**config.mk**
```make
export PLATFORM = sky130hd
export DESIGN_NAME = stcd_decoder
export DESIGN_NICKNAME = d
export VERILOG_FILES = /design/src/include/stcd_pkg.sv /design/src/logic/stcd_decoder.sv
export VERILOG_INCLUDE_DIRS = /design/src /design/src/include
export SDC_FILE = /design/constraint.sdc
export NUM_CORES = 1
export LEC_CHECK = 0
export BUFFER_PORTS_ARGS = -buffer_cell sky130_fd_sc_hd__buf_2
export CORE_MARGIN = 5
export CORE_UTILIZATION = 40
export DETAILED_ROUTE_END_ITERATION = 6
export MAX_ROUTING_LAYER = met4
export PLACE_DENSITY = 0.71
export SETUP_SLACK_MARGIN = 0.05
export SLEW_MARGIN = 10
export SYNTH_ARGS = -nofsm -noshare
export SYNTH_HDL_FRONTEND = slang
export SYNTH_SLANG_ARGS = --single-unit
```
**constraint.sdc**
```tcl
create_clock -name clk -period 3.4 [get_ports clk]
set_clock_uncertainty 0.15 [all_clocks]
set_input_delay 0.34 -clock clk [delete_from_list [all_inputs] [get_ports clk]]
set_output_delay 0.34 -clock clk [all_outputs]
set_load 0.03 [all_outputs]
```
**src/include/stcd_defs.svh**
```systemverilog
/*
 target command decoder constants: command codes, field positions, counter widths.
 included by the decoder only; holds definitions only.
*/
`ifndef STCD_DEFS_SVH
`define STCD_DEFS_SVH

`define STCD_GRP_HI        7
`define STCD_GRP_LO        5
`define STCD_GRP_TARGET    3'h1
`define STCD_DISC_BIT      4
`define STCD_CODE_RESEL1   8'h20
`define STCD_CODE_RESELN   8'h21
`define STCD_CODE_RS1_TERM 8'h22
`define STCD_CODE_RS1_LINK 8'h23
`define STCD_CODE_TERM     8'h24
`define STCD_CODE_LINK     8'h25
`define STCD_CODE_DISC_SEQ 8'h26
`define STCD_CODE_SEND_NM  8'h27
`define STCD_CODE_RECV_NC  8'h28
`define STCD_CODE_RECV_NM  8'h29
`define STCD_CODE_RSN_TERM 8'h2a
`define STCD_CODE_RSN_LINK 8'h2b
`define STCD_CODE_DISC2    8'h2c
`define STCD_CODE_RESEL    8'h30
`define STCD_CODE_SET_REQ  8'h31
`define STCD_CODE_CLR_REQ  8'h32
`define STCD_CODE_DISCON   8'h33
`define STCD_CODE_SEND_HST 8'h34
`define STCD_CODE_SEND_DMA 8'h35
`define STCD_CODE_RECV_HST 8'h36
`define STCD_CODE_RECV_DMA 8'h37
`define STCD_CODE_SEND_MSG 8'h38
`define STCD_CODE_RECV_MSG 8'h39
`define STCD_CODE_SEND_STS 8'h3a
`define STCD_CODE_RECV_CDB 8'h3b
`define STCD_CODE_CHN_HST  8'h3e
`define STCD_CODE_CHN_DMA  8'h3f
`define STCD_BLK_W         16
`define STCD_BYTE_W        16
`define STCD_PAD_BYTE      8'h00

`endif

```
**src/include/stcd_pkg.sv**
```systemverilog
/*
 types of the target command decoder: bus actions and the step sequencer states.
 assumes stcd_defs.svh is on the include path.
*/
package stcd_pkg;
   typedef enum logic [3:0] {
      STCD_ACT_NONE,
      STCD_ACT_RESELECT,
      STCD_ACT_MSG_IN,
      STCD_ACT_MSG_OUT,
      STCD_ACT_STATUS,
      STCD_ACT_CMD_IN,
      STCD_ACT_DATA,
      STCD_ACT_TERMINATE,
      STCD_ACT_LINK_TERM,
      STCD_ACT_DISCONNECT,
      STCD_ACT_SET_REQ,
      STCD_ACT_CLR_REQ
   } stcd_act_e;

   typedef enum logic [2:0] {
      STCD_IDLE,
      STCD_STEP,
      STCD_XFER,
      STCD_PAD
   } stcd_state_e;
endpackage

```
**src/logic/stcd_decoder.sv**
```systemverilog
/*
 target command decoder: decodes 8-bit target codes 20h-3fh into a sequence of bus
 actions, runs data transfers with zero padding and chained sends.
 assumes a bus engine that performs each action (act_valid/act_done) and moves bytes
 (byte_stb); phase change arrives as an asynchronous level and is synchronised here.
*/
// Notes on behaviour
// - padding starts once moved bytes equal programmed block and byte count
// - synchronous input padding may leave data-register empty indication clear
// - zero block and byte counts start padding at the first byte
// - zero-count padding keeps block, byte and modified-byte counters unchanged
// - padding continues until the target changes bus phase
// - chained data commands exist only for sending
// - odd chained send holds last byte for the next transfer's first byte
// - 22h: reselect, one message, terminate; 23h: same with linked termination
// - 2ah: reselect, multi-byte message, terminate
// - 2bh: reselect, multi-byte message, linked termination
// - 38h sends one message; operand locates the message byte
// - 39h receives one message; operand locates its store
// - 3ah sends one status byte; operand locates the status value
// - 3bh receives a command block; operand locates its store
// - 3eh chained send from host processor; operand points to count
// - 3fh chained send via dma; operand points to count and address
// - padding drives zero bytes when sending, discards bytes when receiving
`timescale 1ns/1ps
`include "stcd_defs.svh"

module stcd_decoder #(
   parameter int BLK_W  = `STCD_BLK_W,
   parameter int BYTE_W = `STCD_BYTE_W
) (
   input  wire logic                clk,
   input  wire logic                resetn,
   input  wire logic                cmd_valid,
   output logic                     cmd_ready,
   input  wire logic [7:0]          cmd_code,
   input  wire logic [15:0]         cmd_operand,
   input  wire logic                user_program,
   output logic                     cmd_reserved,
   output logic                     cmd_done,
   input  wire logic [BLK_W-1:0]    blk_count,
   input  wire logic [BYTE_W-1:0]   byte_count,
   output logic                     act_valid,
   output stcd_pkg::stcd_act_e      act_kind,
   input  wire logic                act_done,
   output logic [15:0]              operand_addr,
   output logic                     operand_valid,
   output logic                     xfer_send,
   output logic                     xfer_dma,
   output logic                     xfer_chain,
   output logic                     xfer_padding,
   input  wire logic                phase_change,
   input  wire logic                byte_stb,
   input  wire logic [7:0]          host_byte,
   output logic [7:0]               bus_byte,
   input  wire logic [7:0]          bus_in_byte,
   output logic                     rx_store,
   output logic [7:0]               rx_byte,
   output logic [BLK_W-1:0]         blk_left,
   output logic [BYTE_W-1:0]        byte_left,
   output logic [BYTE_W-1:0]        mod_bytes,
   output logic                     held_valid,
   output logic                     empty_flag_hold
);
   localparam int NSTEP = 3;

   stcd_pkg::stcd_state_e          state_r;
   stcd_pkg::stcd_act_e            steps_r [NSTEP];
   logic [1:0]                     step_idx_r;
   logic                           has_xfer_r;
   logic                           pad_en_r;
   logic                           ph_meta_r;
   logic                           ph_sync_r;
   logic                           ph_prev_r;
   logic                           ph_edge;
   logic [7:0]                     held_byte_r;
   logic                           odd_r;
   logic                           last_byte;
   stcd_pkg::stcd_act_e            dec_steps [NSTEP];
   logic                           dec_xfer;
   logic                           dec_send;
   logic                           dec_dma;
   logic                           dec_chain;
   logic                           dec_pad;
   logic                           dec_rsv;
   logic                           dec_opnd;

   // phase change pin is asynchronous; the edge is taken from the second and third stages
   always_ff @(posedge clk or negedge resetn) begin
      if (!resetn) begin
         ph_meta_r <= 1'b0;
         ph_sync_r <= 1'b0;
         ph_prev_r <= 1'b0;
      end else begin
         ph_meta_r <= phase_change;
         ph_sync_r <= ph_meta_r;
         ph_prev_r <= ph_sync_r;
      end
   end
   assign ph_edge = ph_sync_r & ~ph_prev_r;

   always_comb begin
      for (int i = 0; i < NSTEP; i++) begin
         dec_steps[i] = stcd_pkg::STCD_ACT_NONE;
      end
      dec_xfer  = 1'b0;
      dec_send  = 1'b0;
      dec_dma   = 1'b0;
      dec_chain = 1'b0;
      dec_pad   = 1'b0;
      dec_rsv   = 1'b0;
      dec_opnd  = 1'b0;
      if (cmd_code[`STCD_GRP_HI:`STCD_GRP_LO] != `STCD_GRP_TARGET) begin
         dec_rsv = 1'b1;
      end else if (!cmd_code[`STCD_DISC_BIT]) begin
         case (cmd_code)
            `STCD_CODE_RESEL1, `STCD_CODE_RESELN: begin
               dec_steps[0] = stcd_pkg::STCD_ACT_RESELECT;
               dec_steps[1] = stcd_pkg::STCD_ACT_MSG_IN;
            end
            `STCD_CODE_RS1_TERM, `STCD_CODE_RSN_TERM: begin
               dec_steps[0] = stcd_pkg::STCD_ACT_RESELECT;
               dec_steps[1] = stcd_pkg::STCD_ACT_MSG_IN;
               dec_steps[2] = stcd_pkg::STCD_ACT_TERMINATE;
            end
            `STCD_CODE_RS1_LINK, `STCD_CODE_RSN_LINK: begin
               dec_steps[0] = stcd_pkg::STCD_ACT_RESELECT;
               dec_steps[1] = stcd_pkg::STCD_ACT_MSG_IN;
               dec_steps[2] = stcd_pkg::STCD_ACT_LINK_TERM;
            end
            `STCD_CODE_TERM:     dec_steps[0] = stcd_pkg::STCD_ACT_TERMINATE;
            `STCD_CODE_LINK:     dec_steps[0] = stcd_pkg::STCD_ACT_LINK_TERM;
            `STCD_CODE_DISC_SEQ, `STCD_CODE_DISC2: begin
               dec_steps[0] = stcd_pkg::STCD_ACT_MSG_IN;
               dec_steps[1] = stcd_pkg::STCD_ACT_DISCONNECT;
            end
            `STCD_CODE_SEND_NM:  dec_steps[0] = stcd_pkg::STCD_ACT_MSG_IN;
            `STCD_CODE_RECV_NC:  dec_steps[0] = stcd_pkg::STCD_ACT_CMD_IN;
            `STCD_CODE_RECV_NM:  dec_steps[0] = stcd_pkg::STCD_ACT_MSG_OUT;
            default:             dec_rsv = 1'b1;
         endcase
      end else begin
         case (cmd_code)
            `STCD_CODE_RESEL:    dec_steps[0] = stcd_pkg::STCD_ACT_RESELECT;
            `STCD_CODE_SET_REQ:  dec_steps[0] = stcd_pkg::STCD_ACT_SET_REQ;
            `STCD_CODE_CLR_REQ:  dec_steps[0] = stcd_pkg::STCD_ACT_CLR_REQ;
            `STCD_CODE_DISCON:   dec_steps[0] = stcd_pkg::STCD_ACT_DISCONNECT;
            `STCD_CODE_SEND_MSG: begin
               dec_steps[0] = stcd_pkg::STCD_ACT_MSG_IN;
               dec_opnd     = 1'b1;
            end
            `STCD_CODE_RECV_MSG: begin
               dec_steps[0] = stcd_pkg::STCD_ACT_MSG_OUT;
               dec_opnd     = 1'b1;
            end
            `STCD_CODE_SEND_STS: begin
               dec_steps[0] = stcd_pkg::STCD_ACT_STATUS;
               dec_opnd     = 1'b1;
            end
            `STCD_CODE_RECV_CDB: begin
               dec_steps[0] = stcd_pkg::STCD_ACT_CMD_IN;
               dec_opnd     = 1'b1;
            end
            `STCD_CODE_SEND_HST, `STCD_CODE_SEND_DMA, `STCD_CODE_RECV_HST, `STCD_CODE_RECV_DMA,
            `STCD_CODE_CHN_HST, `STCD_CODE_CHN_DMA: begin
               dec_steps[0] = stcd_pkg::STCD_ACT_DATA;
               dec_xfer     = 1'b1;
               dec_opnd     = 1'b1;
               dec_dma      = cmd_code[0];
               dec_send     = ~cmd_code[1] | cmd_code[3];
               dec_chain    = cmd_code[3];
               dec_pad      = ~cmd_code[3];
            end
            default:             dec_rsv = 1'b1;
         endcase
      end
   end

   assign cmd_ready = (state_r == stcd_pkg::STCD_IDLE);
   assign act_valid = (state_r == stcd_pkg::STCD_STEP);
   assign act_kind  = steps_r[step_idx_r];
   assign last_byte = (blk_left == '0) && (byte_left == BYTE_W'(1));

   always_ff @(posedge clk or negedge resetn) begin
      if (!resetn) begin
         state_r       <= stcd_pkg::STCD_IDLE;
         step_idx_r    <= 2'h0;
         has_xfer_r    <= 1'b0;
         pad_en_r      <= 1'b0;
         cmd_done      <= 1'b0;
         cmd_reserved  <= 1'b0;
         operand_addr  <= 16'h0000;
         operand_valid <= 1'b0;
         xfer_send     <= 1'b0;
         xfer_dma      <= 1'b0;
         xfer_chain    <= 1'b0;
         xfer_padding  <= 1'b0;
         for (int i = 0; i < NSTEP; i++) begin
            steps_r[i] <= stcd_pkg::STCD_ACT_NONE;
         end
      end else begin
         cmd_done     <= 1'b0;
         cmd_reserved <= 1'b0;
         case (state_r)
            stcd_pkg::STCD_IDLE: begin
               if (cmd_valid) begin
                  if (dec_rsv) begin
                     cmd_reserved <= 1'b1;
                     cmd_done     <= 1'b1;
                  end else begin
                     steps_r       <= dec_steps;
                     step_idx_r    <= 2'h0;
                     has_xfer_r    <= dec_xfer;
                     pad_en_r      <= dec_pad;
                     xfer_send     <= dec_send;
                     xfer_dma      <= dec_dma;
                     xfer_chain    <= dec_chain;
                     operand_addr  <= cmd_operand;
                     operand_valid <= dec_opnd & user_program;
                     state_r       <= stcd_pkg::STCD_STEP;
                  end
               end
            end
            stcd_pkg::STCD_STEP: begin
               if (act_done) begin
                  if (has_xfer_r) begin
                     if ((blk_count == '0) && (byte_count == '0)) begin
                        xfer_padding <= pad_en_r;
                        state_r      <= pad_en_r ? stcd_pkg::STCD_PAD : stcd_pkg::STCD_IDLE;
                        cmd_done     <= ~pad_en_r;
                     end else begin
                        state_r <= stcd_pkg::STCD_XFER;
                     end
                  end else if (step_idx_r == 2'(NSTEP - 1) || steps_r[step_idx_r + 2'h1] == stcd_pkg::STCD_ACT_NONE) begin
                     state_r       <= stcd_pkg::STCD_IDLE;
                     cmd_done      <= 1'b1;
                     operand_valid <= 1'b0;
                  end else begin
                     step_idx_r <= step_idx_r + 2'h1;
                  end
               end
            end
            stcd_pkg::STCD_XFER: begin
               if (ph_edge) begin
                  state_r  <= stcd_pkg::STCD_IDLE;
                  cmd_done <= 1'b1;
               end else if (byte_stb && last_byte) begin
                  xfer_padding <= pad_en_r;
                  state_r      <= pad_en_r ? stcd_pkg::STCD_PAD : stcd_pkg::STCD_IDLE;
                  cmd_done     <= ~pad_en_r;
               end
            end
            stcd_pkg::STCD_PAD: begin
               if (ph_edge) begin
                  xfer_padding  <= 1'b0;
                  operand_valid <= 1'b0;
                  state_r       <= stcd_pkg::STCD_IDLE;
                  cmd_done      <= 1'b1;
               end
            end
            default: state_r <= stcd_pkg::STCD_IDLE;
         endcase
      end
   end

   // counters load at the data step; zero-start padding leaves them untouched
   // odd_r restarts per command: mod_bytes runs on, so its parity cannot mark an odd count
   always_ff @(posedge clk or negedge resetn) begin
      if (!resetn) begin
         blk_left  <= '0;
         byte_left <= '0;
         mod_bytes <= '0;
         odd_r     <= 1'b0;
      end else if (state_r == stcd_pkg::STCD_STEP && act_done && has_xfer_r) begin
         blk_left  <= blk_count;
         byte_left <= byte_count;
         odd_r     <= 1'b0;
      end else if (state_r == stcd_pkg::STCD_XFER && byte_stb && !ph_edge) begin
         mod_bytes <= mod_bytes + BYTE_W'(1);
         odd_r     <= ~odd_r;
         if (byte_left == '0) begin
            blk_left  <= blk_left - BLK_W'(1);
            byte_left <= '1;
         end else begin
            byte_left <= byte_left - BYTE_W'(1);
         end
      end
   end

   // chained send: odd last byte is retained and leads the next transfer
   always_ff @(posedge clk or negedge resetn) begin
      if (!resetn) begin
         held_valid  <= 1'b0;
         held_byte_r <= 8'h00;
      end else if (state_r == stcd_pkg::STCD_XFER && byte_stb && last_byte && xfer_chain
                   && !odd_r) begin
         held_valid  <= 1'b1;
         held_byte_r <= host_byte;
      end else if (state_r == stcd_pkg::STCD_XFER && byte_stb && held_valid) begin
         held_valid <= 1'b0;
      end
   end

   always_ff @(posedge clk or negedge resetn) begin
      if (!resetn) begin
         bus_byte        <= 8'h00;
         rx_store        <= 1'b0;
         rx_byte         <= 8'h00;
         empty_flag_hold <= 1'b0;
      end else begin
         rx_store <= 1'b0;
         if (state_r == stcd_pkg::STCD_PAD) begin
            bus_byte        <= `STCD_PAD_BYTE;
            empty_flag_hold <= ~xfer_send & byte_stb | empty_flag_hold;
         end else begin
            empty_flag_hold <= 1'b0;
            if (state_r == stcd_pkg::STCD_XFER && byte_stb) begin
               bus_byte <= held_valid ? held_byte_r : host_byte;
               rx_store <= ~xfer_send;
               rx_byte  <= bus_in_byte;
            end
         end
      end
   end
endmodule

```
Word-level counts from Yosys, hierarchy flattened --
Cells that the tools add are included.
Storage, ports and cells: register bits after elaboration 121, latch bits 0, bits in writable memories 0, ROM bits 0, bits of input ports 79, output and inout port bits 96, word-level logic and storage cells 232, memories 0
Cells by class: $add $sub $neg 4, multiply operators 0, divide/modulo/power cells 0, $lt $le $gt $ge 2, equal/unequal tests 46, shift operators 0, mux-type cells 92, bitwise logic cells 16, reduce and logical (&&, ||, !) cells 44
Operator list (number):
- $eq 8x6->1 const B | 27
- $mux 16 | 6
- $logic_not 16->1 | 4
- $mux 1 | 50
- $pmux 4 s9 | 1
- $mux 8 | 4
- $sub 16x1->16 const B | 2
- $mux 3 | 8
- $pmux 4 s6 | 1
- $mux 4 | 5
- $add 16x1->16 const B | 1
- $bmux 4 s2 | 2
- $eq 16x1->1 const B | 1
- $pmux 4 s2 | 2
- $mux 2 | 7
- $ne 2x2->1 const B | 7
- $reduce_and 7->1 | 2
- $reduce_or 14->1 | 1
- $reduce_or 13->1 | 1
- $mux 12 | 1
- $pmux 3 s4 | 1
- $reduce_and 6->1 | 2
- $reduce_or 6->1 | 2
- $logic_and 1x1->1 | 11
- 26 further kinds | 55

Logic depth before layout (Yosys ltp) --
Gate-level depths: netlist of the first run.
depth in word-level cells 11, gate-level depth with buffers 9, gate-level depth less buffers 8

Worst setup path after synthesis of the first run --
Ideal clock, no wire load.
path kind flip-flop to flip-flop, from register step_idx_r[0], to register step_idx_r[0], setup time 69 ps, arrival 2534 ps, required time 3181 ps, path slack 647 ps, stages on the path, launching flop included 10, path buffers 1, period minus slack after synthesis 2753 ps, cells stage by stage dfrtp_1 clkbuf_1 inv_1 ha_1 nor4bb_1 a211o_1 nor3_1 nand3_1 or4b_2 nand3_1
Between the ends: longest elaborated chain between the ends 9, elaborated cells between the ends (all ways) 14, those cells by class add/sub: 1; eq/ne: 2; mux: 7; bitwise: 1; reduce/logical: 3
Ends and longest elaborated chain:
- from (decl) | RTL line stcd_decoder.sv:69 | logic [1:0] step_idx_r;
- from (signal assigned) | RTL line stcd_decoder.sv:239 | step_idx_r <= step_idx_r + 2'h1;
- $add 2x1->2 | RTL line stcd_decoder.sv:234, stcd_decoder.sv:239
- $not 2->3 (implied by the code) | RTL line stcd_decoder.sv:234 | end else if (step_idx_r == 2'(NSTEP - 1) || steps_r[step_idx_r + 2'h1] == stcd_pkg::STCD_ACT_NONE) begin
- $bmux 4 s2 | RTL line stcd_decoder.sv:234
- $mux 4 (implied by the code) (2 in series) | RTL line stcd_decoder.sv:234
- $logic_not 4->1 | RTL line stcd_decoder.sv:234
- $logic_or 1x1->1 | RTL line stcd_decoder.sv:234
- $ne 2x2->1 (no source line)
- $reduce_and 6->1 (no source line)
Parallel ways exist; a longest one is shown, timed or not. The select of a mux whose other input is x is not followed. A chain may end at the register's enable or synchronous reset.

Worst setup path in the final report of the first run --
Ends and elaborated chain as after synthesis.

==> results.json, run 1 <==
{
  "worst_path_max_delay_cell": "or4b_2",
  "synth_area_um2": 5940,
  "ys_types": 59,
  "globalRouteOverflowTotal": 0,
  "antenna_found_initial": 0,
  "gp_congestion": 0.834,
  "cp_max_fo": 12,
  "rrSetupSlack_ps": 540,
  "finalSetupViolations": 0,
  "cts_setup_buffers": 0,
  "crit_type": "flop to flop",
  "clkLatencyLatePin_ps": 420,
  "vias": 5329,
  "drive_gt1_share_pct": 32.2,
  "hold_class": "primary input to flop",
  "cp.arrival_ps": 3050,
  "cts_max_path_buffers": 2,
  "first_pass_iters": 5,
  "reg2reg_depth": 8,
  "p_leak_uw": 0.00379,
  "io_pins": 175,
  "status": "complete, no violations",
  "area_growth_pct": 33.3,
  "netlist_instances": 613,
  "async_flop_share_pct": 100,
  "clock_sinks": 116,
  "synth_fp_nets": 699,
  "fp-row-count": 44,
  "rsz0062_at_grt": "false",
  "die_area_um2": 17400,
  "hold_violations": 0,
  "worstPathRequired_ps": 3590,
  "die_y_um": 132,
  "synth_area_per_cell_um2": 9.69,
  "grt_pass1_vias": 5384,
  "ys_warn_count": 0,
  "cts_tree": "built",
  "ir_drop_uv": 464,
  "grt_max_degree": 63,
  "cap_violations": 0,
  "r2r-end": "step_idx_r[0]$_DFFE_PN0P_",
  "synth_seq_area_share_pct": 48.9,
  "crit_top_cell": "nand3_1",
  "fin_ws_ps": 540,
  "htreeDepth": 4,
  "grt_use_total_pct": 19.8,
  "crit_path_start_kind": "flop",
  "cts-root-buf": "clkbuf_16",
  "power_per_cell_area_nw_per_um2": 783,
  "multi_input_area_um2": 2870,
  "post-route-period-util_pct": 84.1,
  "dp_slack_ps": 545,
  "endpoint_kind": "flop",
  "dp_cells": 947,
  "grt_pass1_wl_um": 27600,
  "clkTransAtPathRegs_ps": 60,
  "fin_setup_tns_ps": 0,
  "tightest_slew_ps": 754,
  "synth_flop_cell": "dfrtp_1",
  "start_util_pct": 40.9,
  "wirelength_um": 16500,
  "crit_chain": "inv_1, ha_1, nor4bb_1, a211o_1, nor3_1, nand3_1, or4b_2, nand3_1",
  "timing.rr.start": "step_idx_r[0]$_DFFE_PN0P_",
  "max_freq_mhz": 350,
  "critPathMaxStageDelay_ps": 630,
  "fin_crit_ps": 2860,
  "synth_edf_count": 0,
  "min_from": "cmd_operand[3]",
  "drc": 0,
  "holdPathEnd": "operand_addr[3]$_DFFE_PN0P_",
  "io_buffers": 174,
  "seq_area_um2": 2900,
  "diodes": 0,
  "hold_path_depth": 2,
  "fill_cells": 1336,
  "avgRoutedWirePerCell_um": 16.3,
  "ys_ff_latch": 116,
  "cts_buffers": 17,
  "via_per_inst": 5.26,
  "maxSlewViolCount": 0,
  "core_um2": 14500,
  "final_antenna_net_count": 0,
  "slew_headroom_pct": 49.8,
  "fin_nets": 902,
  "place_hpwl_um": 11600,
  "die_x_um": 132,
  "drt_iter0_markers": 249,
  "stdcell_count": 1013
}
## registers in the layout, summed over array words and instances (netlist names), 2 cells and up
| signal | cells |
|---|---|
| byte_left | 16 |
| held_byte_r | 8 |
| steps_r | 8 |
| state_r | 2 |
| mod_bytes | 16 |
| rx_byte | 8 |
| bus_byte | 8 |
| blk_left | 16 |
| step_idx_r | 2 |
| operand_addr | 16 |
## layout by cell type, fill, tap and decap left out, types with 13 or more instances in the layout
master and count:
nand3_1 26, clkbuf_16 17, a21oi_1 25, nor2_1 41, nor3_1 18, dfrtp_1 116
nand2_1 77, o21ai_0 51, buf_2 173, nor4_1 14, mux2_2 34, xnor2_1 16
mux2i_1 13, dlygate4sd3_1 34, o31ai_1 14
## metal layers
| layer | global-route usage, % | vias to the layer above | routed length (um) |
|---|---|---|---|
| met2 | 29.3 | 161 | 7590 |
| met3 | 5.69 | 20 | 1050 |
| met5 | - | - | 0 |
| met4 | 6.11 | 0 | 193 |
| met1 | 26.6 | 2536 | 7690 |
| li1 | - | 2612 | - |
## area by class of cell
type                       instances  share of cell area (%)
clock buffer                      22                    5.99
clock inverter                    10                    1.33
inverter                          11                   0.522
multi-input combinational        453                    36.2
sequential                       116                    36.7
tap                              184                    2.91
timing repair buffer             217                    16.3
## worst max-delay path, delay by kind of cell (launching register included)
family / cells / cell delay [ps]
buffers and inverters: 1 / 80
adders and majority gates: 1 / 340
and+or+nand+nor: 5 / 1400
AOI/OAI and AO/OA: 1 / 310
DFF: 1 / 520
## how the worst max path moves through the flow
stage / from / to / slack, ps / cells past startpoint
floorplan: step_idx_r[0]$_DFFE_PN0P_ / step_idx_r[0]$_DFFE_PN0P_ / 650 / 9
global placement: step_idx_r[0]$_DFFE_PN0P_ / step_idx_r[0]$_DFFE_PN0P_ / 580 / 8
detailed placement: step_idx_r[0]$_DFFE_PN0P_ / step_idx_r[0]$_DFFE_PN0P_ / 540 / 8
CTS: step_idx_r[0]$_DFFE_PN0P_ / step_idx_r[0]$_DFFE_PN0P_ / 540 / 8
global route: step_idx_r[0]$_DFFE_PN0P_ / step_idx_r[0]$_DFFE_PN0P_ / 310 / 8
finish: step_idx_r[0]$_DFFE_PN0P_ / step_idx_r[0]$_DFFE_PN0P_ / 540 / 8
## power breakdown
group	switching, uW	internal [uW]
clock	638	1130
combinational	1520	822
sequential	346	1740
## metrics by stage
| step | total power, uW | utilization, % | instance area [um2] | hold WS [ps] |
|---|---|---|---|---|
| floorplan | 3680 | - | 5940 | -106 |
| CTS | 6240 | 54.5 | 7920 | 0.0397 |
| global placement | 4380 | 48.1 | 7000 | 184 |
| detailed placement | 4410 | 48.1 | 7000 | 185 |
| finish | 6200 | 54.5 | 7920 | 12.0 |
| global route | 6560 | 54.5 | 7920 | 6.60 |
## kinds of logic after synthesis
kind of cell / count (synthesis) / synth area share, %
AO/OA/AOI/OAI: 126 / 12.7
multiplexers: 47 / 8.64
adder cells (fa/ha/maj): 7 / 1.47
AND/OR/NAND/NOR: 247 / 21.6
buffers and inverters: 44 / 2.89
flip-flops: 116 / 48.9
XOR/XNOR: 26 / 3.83
## cells in the mapped netlist (all sizes together) (4+ instances only)
master | n | area, um2
o31ai | 14 | 105
nor2 | 41 | 154
nand2 | 77 | 289
xnor2 | 16 | 140
o22ai | 7 | 43.8
or2 | 4 | 25.0
nand4 | 7 | 50.1
inv | 11 | 41.3
and3 | 6 | 38.8
o21ai | 51 | 255
xor2 | 10 | 87.6
a31oi | 9 | 56.3
nor2b | 7 | 43.8
ha | 7 | 87.6
dfrtp | 116 | 2900
mux2i | 13 | 130
nand3 | 27 | 135
or3 | 10 | 71.3
nand3b | 7 | 52.6
nor3 | 19 | 106
buf | 7 | 32.5
or4 | 9 | 75.1
clkbuf | 26 | 97.6
nor4 | 14 | 87.6
a21oi | 25 | 125
mux2 | 34 | 383
nand2b | 5 | 31.3
## timing repair
| item | 4_1_cts | 5_1_grt |
|---|---|---|
| gates resized for setup | 0 | 0 |
| hold endpoints to repair | 87 | 0 |
| hold buffers | 34 | 0 |
Note: power is estimated with default switching activity, not from simulation.
==> run 2: changes to the inputs <==
==> constraint.sdc (replaced) <==
create_clock -name clk -period 2.9 [get_ports clk]
set_clock_uncertainty 0.15 [all_clocks]
set_input_delay 0.29 -clock clk [delete_from_list [all_inputs] [get_ports clk]]
set_output_delay 0.29 -clock clk [all_outputs]
set_load 0.03 [all_outputs]
==> results.json, run 2 (synthesis results as in run 1) <==
{
  "status": "complete, no violations",
  "ir_drop_uv": 642,
  "fp-row-count": 44,
  "fin_nets": 932,
  "worstPathRequired_ps": 3080,
  "start_util_pct": 40.9,
  "fin_setup_tns_ps": 0,
  "clkTransAtPathRegs_ps": 60,
  "via_per_inst": 5.39,
  "hold_violations": 0,
  "cts_buffers": 17,
  "cts_setup_buffers": 0,
  "cts_tree": "built",
  "place_hpwl_um": 11800,
  "gp_congestion": 0.850,
  "grt_max_degree": 47,
  "area_growth_pct": 38.0,
  "clock_sinks": 116,
  "slew_headroom_pct": 59.8,
  "htreeDepth": 4,
  "layout_commonest_cell": "buf_2",
  "p_leak_uw": 0.00390,
  "drc": 0,
  "clkLatencyLatePin_ps": 410,
  "crit_type": "flop to flop",
  "avgRoutedWirePerCell_um": 16.4,
  "cap_violations": 0,
  "io_buffers": 174,
  "diodes": 0,
  "cp.arrival_ps": 2850,
  "cts-root-buf": "clkbuf_16",
  "crit_path_start_kind": "flop",
  "final_util_pct": 56.4,
  "p_total_uw": 7280,
  "fin_crit_ps": 2680,
  "die_x_um": 132,
  "rsz0062_at_grt": "false",
  "antenna_found_initial": 0,
  "max_freq_mhz": 374,
  "finalSetupViolations": 0,
  "die_y_um": 132,
  "final_antenna_net_count": 0,
  "worst_path_max_delay_cell": "or4_4",
  "final_cell_mix": "173 x buf_2, 116 x dfrtp_1, 77 x nand2_1",
  "tightest_slew_ps": 598,
  "vias": 5617,
  "maxSlewViolCount": 0,
  "io_pins": 175,
  "endpoint_kind": "flop",
  "grt_pass1_wl_um": 28700,
  "hold_class": "primary input to flop",
  "grt_use_total_pct": 20.6,
  "wirelength_um": 17100,
  "multi_input_area_um2": 2870,
  "die_area_um2": 17400,
  "crit_family": "simple AND/OR/NAND/NOR gates",
  "crit_chain": "or4_4, nor3_4, and4_2, nand3_1, or4_1, a31oi_1",
  "cp_max_fo": 6,
  "globalRouteOverflowTotal": 0,
  "path_buf_inv": 0,
  "post-route-period-util_pct": 92.3,
  "power_per_cell_area_nw_per_um2": 889,
  "drt_iter0_markers": 418,
  "critPathMaxStageDelay_ps": 580,
  "cts_max_path_buffers": 2,
  "core_um2": 14500,
  "first_pass_iters": 5,
  "seq_area_um2": 2900,
  "drive_gt1_share_pct": 31.7,
  "grt_pass1_vias": 5596,
  "fill_cells": 1265
}
==> run 2: changes by cell type in the layout (fill, tap and decap cells not counted) <==
cell / previous run / this run
dlygate4sd3_1: 34 / 59
buf_4: 9 / 14
clkinv_2: 6 / 3
clkinvlp_4: 2 / 4
and4_1: 1 / 0
and4_2: 1 / 2
bufinv_16: 2 / 1
clkbuf_1: 2 / 3
clkbuf_8: 3 / 4
==> run 2: final cells by class <==
cell class | count | area share (%)
Timing Repair Buffer | 247 | 19.3
Sequential cell | 116 | 35.4
Tap cell | 184 | 2.81
Inverter | 11 | 0.504
Clock buffer | 24 | 6.00
Clock inverter | 8 | 0.916
Multi-Input combinational cell | 453 | 35.0
==> run 2: report_power, final <==
group	internal, uW	switching, uW
Clock	1260	736
Combinational	1020	1840
Sequential	2050	385
Total	4330	2960
==> run 2: per-stage QoR <==
step                      setup slack (ps)  area [um2]  cells  hold slack (ps)
after global routing                  58.9        8190   1043            0.852
after global placement                 297        7030    952              151
after floorplan                        147        5940    613             -156
final                                  225        8190   1043             22.8
after detailed placement               202        7030    952              152
after CTS                              206        8190   1043             1.83
==> run 2: metal layers <==
layer,track usage (%),vias to the layer above,part of all wire [%]
met4,6.69,0,1.8
li1,-,2679,-
met5,-,-,0
met1,26.9,2684,46
met2,31.0,228,46
met3,6.18,26,6.6
==> run 2: path summary, 6_finish.rpt <==
kind	from	to	slack, ps	depth (start not counted)
max	byte_left[6]$_DFFE_PN0P_	blk_left[14]$_DFFE_PN0P_	220	6
min	blk_count[8]	blk_left[8]$_DFFE_PN0P_	20	3
max reg2reg	byte_left[6]$_DFFE_PN0P_	blk_left[14]$_DFFE_PN0P_	220	6
min reg2reg	ph_meta_r$_DFF_PN0_	ph_sync_r$_DFF_PN0_	200	0
max in group asynchronous	resetn	byte_left[9]$_DFFE_PN0P_	1520	3
min in group asynchronous	resetn	operand_addr[10]$_DFFE_PN0P_	240	2
==> run 2: worst register-to-register path, stage by stage, from the launching register on <==
cell     delay [ps]
dfrtp_1         410
or4_4           580
nor3_4          300
and4_2          340
nand3_1         180
or4_1           430
a31oi_1         190
==> run 2: repair_timing <==
item                       CTS  global route
hold endpoints to repair    96             0
gates resized for setup      0             1
setup endpoints to repair    0             1
hold buffers                59             0
